--- src/shared/sgc_defs.svh ---
// timing constants for the host controller of a 1024 x 4 sram with global clear
// assumes a 20 MHz clock; times in ns, cycle counts derived (least times round up)
`ifndef SGC_DEFS_SVH
`define SGC_DEFS_SVH
`define SGC_CLK_NS 50
`define SGC_ADDR_W 10
`define SGC_DATA_W 4
`define SGC_T_ADDR_SETUP_NS 5
`define SGC_T_DATA_SETUP_NS 10
`define SGC_T_DATA_HOLD_NS 5
`define SGC_T_ADDR_HOLD_NS 5
`define SGC_T_SEL_TO_END_NS 10
`define SGC_T_WR_CYCLE_NS 20
`define SGC_T_CLEAR_PULSE_NS 20
`define SGC_T_CLEAR_ADDR_HOLD_NS 20
`define SGC_T_STROBE_HOLD_CLR_NS 20
`define SGC_T_OUT_RELEASE_NS 15
`define SGC_CYC(ns) (((ns) + `SGC_CLK_NS - 1) / `SGC_CLK_NS)
`define SGC_N_ADDR_SETUP `SGC_CYC(`SGC_T_ADDR_SETUP_NS)
`define SGC_N_WR_PULSE `SGC_CYC(`SGC_T_DATA_SETUP_NS)
`define SGC_N_ADDR_HOLD `SGC_CYC(`SGC_T_ADDR_HOLD_NS)
`define SGC_N_CLEAR_PULSE `SGC_CYC(`SGC_T_CLEAR_PULSE_NS)
`define SGC_N_CLEAR_HOLD `SGC_CYC(`SGC_T_STROBE_HOLD_CLR_NS)
`define SGC_N_OUT_RELEASE `SGC_CYC(`SGC_T_OUT_RELEASE_NS)
`endif

--- src/shared/sgc_pkg.sv ---
// types for the sram host controller
// assumes sgc_defs.svh supplies widths
`include "sgc_defs.svh"
package sgc_pkg;
    typedef enum logic [2:0] {
        SGC_IDLE = 3'b000,
        SGC_WR_SETUP = 3'b001,
        SGC_WR_PULSE = 3'b010,
        SGC_WR_HOLD = 3'b011,
        SGC_RD_WAIT = 3'b100,
        SGC_CLR_PULSE = 3'b101,
        SGC_CLR_HOLD = 3'b110
    } sgc_state_e;
    typedef logic [3:0] sgc_count_t;
endpackage

--- src/hdl/sgc_sync.sv ---
// two flip-flop synchroniser for the read data pins
// assumes pins are asynchronous to clock
`timescale 1ns/10ps
module sgc_sync #(
    parameter int WIDTH = 4
) (
    // clock and reset
    input wire logic clock,
    input wire logic rst_n,
    // data
    input wire logic [WIDTH-1:0] async_in,
    output logic [WIDTH-1:0] sync_out
);
    typedef struct packed {
        logic [WIDTH-1:0] stage1;
        logic [WIDTH-1:0] stage2;
    } sgc_sync_s;
    sgc_sync_s state_reg;
    sgc_sync_s state_next;
    // ===========================================
    // first stage feeds only the second
    always_comb begin
        state_next = state_reg;
        state_next.stage1 = async_in;
        state_next.stage2 = state_reg.stage1;
    end
    always_ff @(posedge clock) begin
        if (!rst_n) begin
            state_reg <= '0;
        end else begin
            state_reg <= state_next;
        end
    end
    assign sync_out = state_reg.stage2;
endmodule

--- src/hdl/sgc_host.sv ---
// host controller driving an asynchronous 1024 x 4 sram with global clear
// assumes the sram pins are wired directly; one request at a time
`timescale 1ns/10ps
`include "sgc_defs.svh"
module sgc_host
    import sgc_pkg::*;
#(
    parameter int ADDR_W = `SGC_ADDR_W,
    parameter int DATA_W = `SGC_DATA_W
) (
    // clock and reset
    input wire logic clock,
    input wire logic rst_n,
    // user request side
    input wire logic req_valid,
    input wire logic req_write,
    input wire logic req_clear,
    input wire logic [ADDR_W-1:0] req_addr,
    input wire logic [DATA_W-1:0] req_wdata,
    output logic req_ready,
    output logic rsp_valid,
    output logic [DATA_W-1:0] rsp_rdata,
    // sram pins
    output logic [ADDR_W-1:0] word_select_lines,
    output logic [DATA_W-1:0] write_word_in,
    input wire logic [DATA_W-1:0] read_word_out,
    output logic select_n,
    output logic store_n,
    output logic out_enable_n,
    output logic clear_n
);
    localparam sgc_count_t N_SETUP = sgc_count_t'(`SGC_N_ADDR_SETUP);
    localparam sgc_count_t N_PULSE = sgc_count_t'(`SGC_N_WR_PULSE);
    localparam sgc_count_t N_HOLD = sgc_count_t'(`SGC_N_ADDR_HOLD);
    localparam sgc_count_t N_CLR = sgc_count_t'(`SGC_N_CLEAR_PULSE);
    localparam sgc_count_t N_CLR_HOLD = sgc_count_t'(`SGC_N_CLEAR_HOLD);
    // read settles after output release time plus two sync stages
    localparam sgc_count_t N_READ = sgc_count_t'(`SGC_N_OUT_RELEASE + 2);

    typedef struct packed {
        sgc_state_e state;
        sgc_count_t count;
        logic [ADDR_W-1:0] addr;
        logic [DATA_W-1:0] wdata;
        logic [DATA_W-1:0] rdata;
        logic ready;
        logic rsp;
        logic sel_n;
        logic str_n;
        logic oe_n;
        logic clr_n;
    } sgc_host_s;

    sgc_host_s state_reg;
    sgc_host_s state_next;
    logic [DATA_W-1:0] rd_sync;

    // ===========================================
    // read data pins cross into the clock domain
    sgc_sync #(
        .WIDTH(DATA_W)
    ) u_rd_sync (
        .clock(clock),
        .rst_n(rst_n),
        .async_in(read_word_out),
        .sync_out(rd_sync)
    );

    function automatic logic last_cycle(input sgc_count_t c);
        return c <= sgc_count_t'(1);
    endfunction

    // ===========================================
    // sequencer: address and data change only in idle, so each phase gets
    // at least one full 50 ns cycle, above every 5..20 ns figure
    always_comb begin
        state_next = state_reg;
        state_next.rsp = 1'b0;
        state_next.count = (state_reg.count == '0) ? '0 : state_reg.count - sgc_count_t'(1);
        case (state_reg.state)
            SGC_IDLE: begin
                state_next.sel_n = 1'b1;
                state_next.str_n = 1'b1;
                state_next.oe_n = 1'b1;
                state_next.clr_n = 1'b1;
                state_next.ready = 1'b1;
                if (req_valid && state_reg.ready) begin
                    state_next.ready = 1'b0;
                    state_next.addr = req_addr;
                    state_next.wdata = req_wdata;
                    state_next.sel_n = 1'b0;
                    if (req_clear) begin
                        // select low, strobe and enable high before clear falls
                        state_next.state = SGC_CLR_PULSE;
                        state_next.count = N_CLR;
                    end else if (req_write) begin
                        state_next.state = SGC_WR_SETUP;
                        state_next.count = N_SETUP;
                    end else begin
                        state_next.oe_n = 1'b0;
                        state_next.state = SGC_RD_WAIT;
                        state_next.count = N_READ;
                    end
                end
            end
            SGC_WR_SETUP: begin
                if (last_cycle(state_reg.count)) begin
                    state_next.str_n = 1'b0;
                    state_next.state = SGC_WR_PULSE;
                    state_next.count = N_PULSE;
                end
            end
            SGC_WR_PULSE: begin
                if (last_cycle(state_reg.count)) begin
                    // select stayed low through the pulse
                    state_next.str_n = 1'b1;
                    state_next.sel_n = 1'b1;
                    state_next.state = SGC_WR_HOLD;
                    state_next.count = N_HOLD;
                end
            end
            SGC_WR_HOLD: begin
                // address and data kept; return to idle spaces writes apart
                if (last_cycle(state_reg.count)) begin
                    state_next.state = SGC_IDLE;
                    state_next.rsp = 1'b1;
                end
            end
            SGC_RD_WAIT: begin
                if (last_cycle(state_reg.count)) begin
                    state_next.rdata = rd_sync;
                    state_next.rsp = 1'b1;
                    state_next.oe_n = 1'b1;
                    state_next.sel_n = 1'b1;
                    state_next.state = SGC_IDLE;
                end
            end
            SGC_CLR_PULSE: begin
                state_next.clr_n = 1'b0;
                if (state_reg.clr_n == 1'b1) begin
                    // pulse count starts when clear really falls, not in the settle cycle
                    state_next.count = N_CLR;
                end else if (last_cycle(state_reg.count)) begin
                    state_next.clr_n = 1'b1;
                    state_next.state = SGC_CLR_HOLD;
                    state_next.count = N_CLR_HOLD;
                end
            end
            SGC_CLR_HOLD: begin
                // strobe high and address steady after clear returns
                if (last_cycle(state_reg.count)) begin
                    state_next.sel_n = 1'b1;
                    state_next.rsp = 1'b1;
                    state_next.state = SGC_IDLE;
                end
            end
            default: begin
                state_next.state = SGC_IDLE;
            end
        endcase
    end

    always_ff @(posedge clock) begin
        if (!rst_n) begin
            state_reg <= '{state: SGC_IDLE, count: '0, addr: '0, wdata: '0, rdata: '0,
                ready: 1'b0, rsp: 1'b0, sel_n: 1'b1, str_n: 1'b1, oe_n: 1'b1, clr_n: 1'b1};
        end else begin
            state_reg <= state_next;
        end
    end

    // outputs straight from the state register
    assign req_ready = state_reg.ready;
    assign rsp_valid = state_reg.rsp;
    assign rsp_rdata = state_reg.rdata;
    assign word_select_lines = state_reg.addr;
    assign write_word_in = state_reg.wdata;
    assign select_n = state_reg.sel_n;
    assign store_n = state_reg.str_n;
    assign out_enable_n = state_reg.oe_n;
    assign clear_n = state_reg.clr_n;
endmodule

--- config.mk ---
export PLATFORM = sky130hd
export DESIGN_NAME = sgc_host
export DESIGN_NICKNAME = d
export VERILOG_FILES = /design/src/shared/sgc_pkg.sv /design/src/hdl/sgc_sync.sv /design/src/hdl/sgc_host.sv
export VERILOG_INCLUDE_DIRS = /design/src /design/src/shared
export SDC_FILE = /design/constraint.sdc
export NUM_CORES = 1
export LEC_CHECK = 0
export CAP_MARGIN = 20
export CORE_AREA = 2 2 80 82
export CTS_CLUSTER_DIAMETER = 60
export CTS_CLUSTER_SIZE = 12
export DETAILED_ROUTE_END_ITERATION = 7
export DIE_AREA = 0 0 82 84
export DONT_BUFFER_PORTS = 1
export HOLD_SLACK_MARGIN = 0.15
export PLACE_DENSITY_LB_ADDON = 0.1
export SYNTH_ARGS = -nofsm -noshare
export SYNTH_HDL_FRONTEND = slang
export SYNTH_HIERARCHICAL = 1
export SYNTH_SLANG_ARGS = --single-unit
--- constraint.sdc ---
create_clock -name clock -period 2.3 [get_ports clock]
set_clock_uncertainty 0.1 [all_clocks]
set_input_delay 0.115 -clock clock [delete_from_list [all_inputs] [get_ports clock]]
set_output_delay 0.115 -clock clock [all_outputs]
set_load 0.05 [all_outputs]
# Word-level counts from Yosys, hierarchy flattened
# Cells that the tools add are included.
totals:
  reg_bits: 39
  out_inout_bits: 24
classes:
  n_lt_le_gt_ge: 1
  n_reduce_logical: 15
  mux: 27
  eq_ne: 14
  addsub: 1
ops:
  columns: ["cell", "count"]
  rows:
  - ["$mux W7", 5]
  - ["$mux W21", 1]
  - ["$pmux W4 S4", 1]
  - ["$pmux W3 S5", 1]
  - ["$ne A2 B2 Y1 const B", 6]
  - ["$eq A3 B3 Y1 const B", 3]
  - ["$mux W1", 8]
  - ["$mux W4", 2]
  - ["$eq A3 B2 Y1 const B", 2]
  - ["$mux W3", 2]
  - ["$pmux W1 S2", 3]
  - ["$pmux W1 S3", 2]
  - ["$reduce_and A2 Y1", 3]
  - ["$reduce_and A3 Y1", 2]
  - ["$reduce_and A6 Y1", 1]
  - ["$reduce_bool A3 Y1", 2]
  - ["$le A4 B1 Y1 const B", 1]
  - ["$logic_not A4 Y1", 1]
  - ["$mux W2", 2]
  - ["$ne A2 B1 Y1 const B", 2]
  - ["$reduce_bool A2 Y1", 2]
  - ["$sub A4 B1 Y4 const B", 1]
  - ["$eq A3 B1 Y1 const B", 1]
  - ["$logic_not A3 Y1", 1]
  - ["other kinds (3)", 3]

# Depth between registers and ports, before layout
depth:
  ltp_word: 5
  ltp_mapped: 6
  depth_no_buf: 4

# Modules after synthesis
# The synthesis kept the hierarchy.
by_module_without_submodules:
  columns: ["module", "cells_each", "n_inst", "seq_area_each_um2", "area_each_um2"]
  rows:
  - ["sgc_host", 179, 1, 620.6, 1448.9]
  - ["sgc_sync", 16, 1, 160.2, 210.2]

# Worst setup path before layout
# No wires, ideal clock.
synth_path:
  kind: "register to register"
  start: "register state_reg, in the netlist req_ready"
  end: "register state_reg, in the netlist word_select_lines[5]"
  period_less_slack_ns: 1.989
  setup_slack_ns: 0.311
  t_arrival_ns: 1.819
  path_stages_with_launch: 6
  n_path_buf: 1
  setup_time_ns: 0.071
  required_time_ns: 2.129
  cell_sequence: "dfxtp_1 > nand3b_1 > nor3_1 > clkbuf_1 > nand2_1 > a21oi_1"
synth_via:
  elab_chain_len: 2
synth_lines:
  columns: ["element", "line", "text"]
  rows:
  - ["start: declaration", "sgc_host.sv:54", "sgc_host_s state_reg;"]
  - ["start signal: assignment", "sgc_host.sv:165", "state_reg <= '{state: SGC_IDLE, count: '0, addr: '0, wdata: '0, rdata: '0,"]
  - ["start signal: assignment", "sgc_host.sv:168", "state_reg <= state_next;"]
  - ["$logic_and A1 B1 Y1", "sgc_host.sv:87", "if (req_valid && state_reg.ready) begin"]
  - ["$reduce_and A2 Y1 (no source line)", null, null]
# No other way between the ends.
# A chain may end at the register's enable or synchronous reset.

# Worst setup path after layout
layout_path:
  start: "register state_reg[27] (netlist name)"
  end: "register state_reg, in the netlist rsp_rdata[2]"
layout_via:
  elab_chain_len: 2
layout_lines:
  columns: ["element", "line", "text"]
  rows:
  - ["$le A4 B1 Y1", "sgc_host.sv:70", "return c <= sgc_count_t'(1);"]
  - ["$reduce_and A2 Y1 (no source line)", null, null]
# No other way between the ends.

==> metrics.txt <==
root buffer cell=clkbuf_8; CP top delay family=simple AND/OR/NAND/NOR gates; max-cap viol count=0; Startpoint Class=register; slew at the pin with the worst max-slew slack=0.761 ns; final RePlAce weighted congestion=0.802; Total Die Area=6890 um2; setup repair after global routing missed its margin=no; crit end category=register; P_int=0.00103 W; CTS clk-pin slew, worst paths=0.08 ns; critical path data arrival time=1.94 ns; antenna violations before repair=0; first-iteration detailed-routing DRC count=38; synthesized area=1660 um2; Setup WS pre-CTS=0.417 ns; total instance count after detailed placement=247; number of warnings printed during yosys synthesis=6; part of the Yosys area used for sequential elements=47.1%; number of iterations in the first detailed-routing pass=5; Vias=1,334; summed negative setup slack over all endpoints=0 ns; worst path cell trace=or3_1 -> or4b_1 -> mux2i_1 -> nor2_1; fmax=530 MHz; worst path bufs/invs=0; count of input and output buffers=0; final WL=3.82 mm; Max transition margin=49.2%; outcome=complete, no violations; Final Max Slew Viols=0; post-synthesis average cell area=8.51 um2; combinational power share=14.4%; synthesized net count=218; top-area cell type share of the netlist area=47.1%; buffers inserted by post-CTS timing repair=0; Worst EP required=2.35 ns; DRC=0; minimum clock period after layout=1.89 ns; effective utilization at floorplan=27.2%; worst-case hold slack=0.165 ns; power density of the placed cells=796 nW/um2; share of the core filled with cells in the final layout=31.7%; leakage power figure=0.735 nW; Detail Placement HPWL=2.55 mm; Hold Violations, Final=0; total I/O pin count=47; clock tree from TritonCTS=yes; Multi-input gate area=693 um2; post-detailed-route via-to-cell ratio=4.80; number of global-route vias before repair=1,268; register area=781 um2; number of setup violations in the final report=0; Clock Sinks=39; worst stage delay on the critical path=0.62 ns; leading area contributor after synthesis=dfxtp_1; fraction of power spent switching nets=32.9%; largest cells by area after synthesis=dfxtp_1 47%, nand2_1 8.4%, buf_4 8.1%, a21oi_1 6.0%, and2_1 3.0%; dominant cell by count in the synthesized netlist=dfxtp_1; most frequent cells after synthesis=39 x dfxtp_1, 37 x nand2_1, 20 x a21oi_1, 18 x buf_4; Synth Flop Type=dfxtp_1; number of nets with antenna violations after routing=0; number of placement rows=29; ratio of cells with drive above 1 in the final layout=7.96%; Psw=0.000507 W; power share of the clock group=30.0%; maximum buffer depth of the clock tree=2; final setup margin=0.414 ns; final worst path period share=82.0%; die outline height=84 um; number of inserted diodes=0; non-filler instance count after layout=278; global-route usage over all layers=11.4%; count of hold-fix buffers inserted at cts=23; type of the setup path with the least slack=reg2reg; part of the total power dissipated in sequential elements=55.6%; Resize count post-CTS=0; Netlist cell types=37; Filler Cells Inserted=627; Seq cells post-synth=39; Net count, final=223; H-tree levels=2; number of enable-type register cells in the synthesized netlist=0; ys async rst share=0%; cell count after synthesis=195; average detailed-routed wire length per instance=13.7 um; peak ir drop on the vdd network=211 uV; class of the most critical hold timing path=in2reg; total core area=6100 um2; worst-skew pair later-pin latency=0.29 ns; clock buffer count from CTS=5; first-pass GRT wire length=5.96 mm; area growth from synthesis to layout=16.6%; slowest CP cell=or4b_1; maximum fanout count along the critical path=6; largest net degree at the start of global routing=25; overall die width=82 um; grt total ovfl=0; number of flip-flops under the largest register name=10
## layout make-up
class	count	area share, %
flip-flops and latches	39	40.4
multi-input cells	124	35.8
repair buffers	28	13.8
well taps	77	4.98
clock buffers	5	3.56
clock inverters	3	1.03
inverters	2	0.388
## path summary, 6_finish.rpt
kind                                            from  cells after the start                                to  slack [ns]
setup / recovery            state_reg[27]$_SDFF_PN0_                      4         rsp_rdata[2]$_SDFFE_PN0P_        0.41
hold / removal                             req_valid                      4        state_reg[30]$_SDFFE_PN0P_        0.16
setup reg to reg            state_reg[27]$_SDFF_PN0_                      4         rsp_rdata[2]$_SDFFE_PN0P_        0.41
hold reg to reg   u_rd_sync/state_next[1]$_SDFF_PN0_                      1  u_rd_sync/sync_out[1]$_SDFF_PN0_        0.35
## per-stage QoR
step	total power, W	instance area, um2
final	0.00154	1930
after global routing	0.00162	1930
after floorplan	0.00104	1660
after global placement	0.00106	1620
after detailed placement	0.00106	1620
after CTS	0.00157	1930
## per-layer routing
layer  part of all wire, %  track usage, %  vias to the layer above  wire length (um)
met2                    50            20.3                       52              1900
met4                   1.6            4.85                        0                62
li1                      -               -                      657                 -
met1                    41            11.6                      616              1570
met5                     0               0                        -                 0
met3                   7.4            4.44                        9               283
## kinds of logic after synthesis
| group | synth area share [%] |
|---|---|
| and+or+nand+nor | 22.5 |
| AOI/OAI and AO/OA | 15.4 |
| DFF | 47.1 |
| buffers and inverters | 11.5 |
| muxes | 3.09 |
| xor gates and xnor gates | 0.528 |
## power by group through the flow
stage	Sequential, W	Combinational, W	Clock, W
5_1_grt	0.000863	0.000250	0.000512
2_1_floorplan	0.000782	0.000257	0
6_report	0.000855	0.000222	0.000462
3_3_place_gp	0.000871	0.000185	0
3_5_place_dp	0.000872	0.000189	0
4_1_cts	0.000856	0.000224	0.000487
## worst min-delay path, stage by stage
cell and delay [ns]:
nand3b_1 0.13, nor3_2 0.07, o21ai_0 0.11, a21oi_1 0.08
## placed cells by master, fill, tap and decap left out, types with 2 or more instances in the layout
cell	synthesis	routed
and2_1	8	8
a21boi_0	2	2
nand2_1	37	37
and3_1	2	2
clkbuf_8	0	5
inv_1	2	2
nor3_1	7	6
a32o_1	2	2
mux2i_1	4	4
a21oi_1	20	20
nand3_1	2	2
dfxtp_1	39	39
dlygate4sd3_1	0	23
nor4b_1	2	2
and3b_1	2	2
clkinvlp_4	0	2
o21a_1	2	2
o21ai_0	4	4
buf_4	18	5
o21bai_1	3	3
nor2_1	10	10
Power figures use the tool's default switching activity.
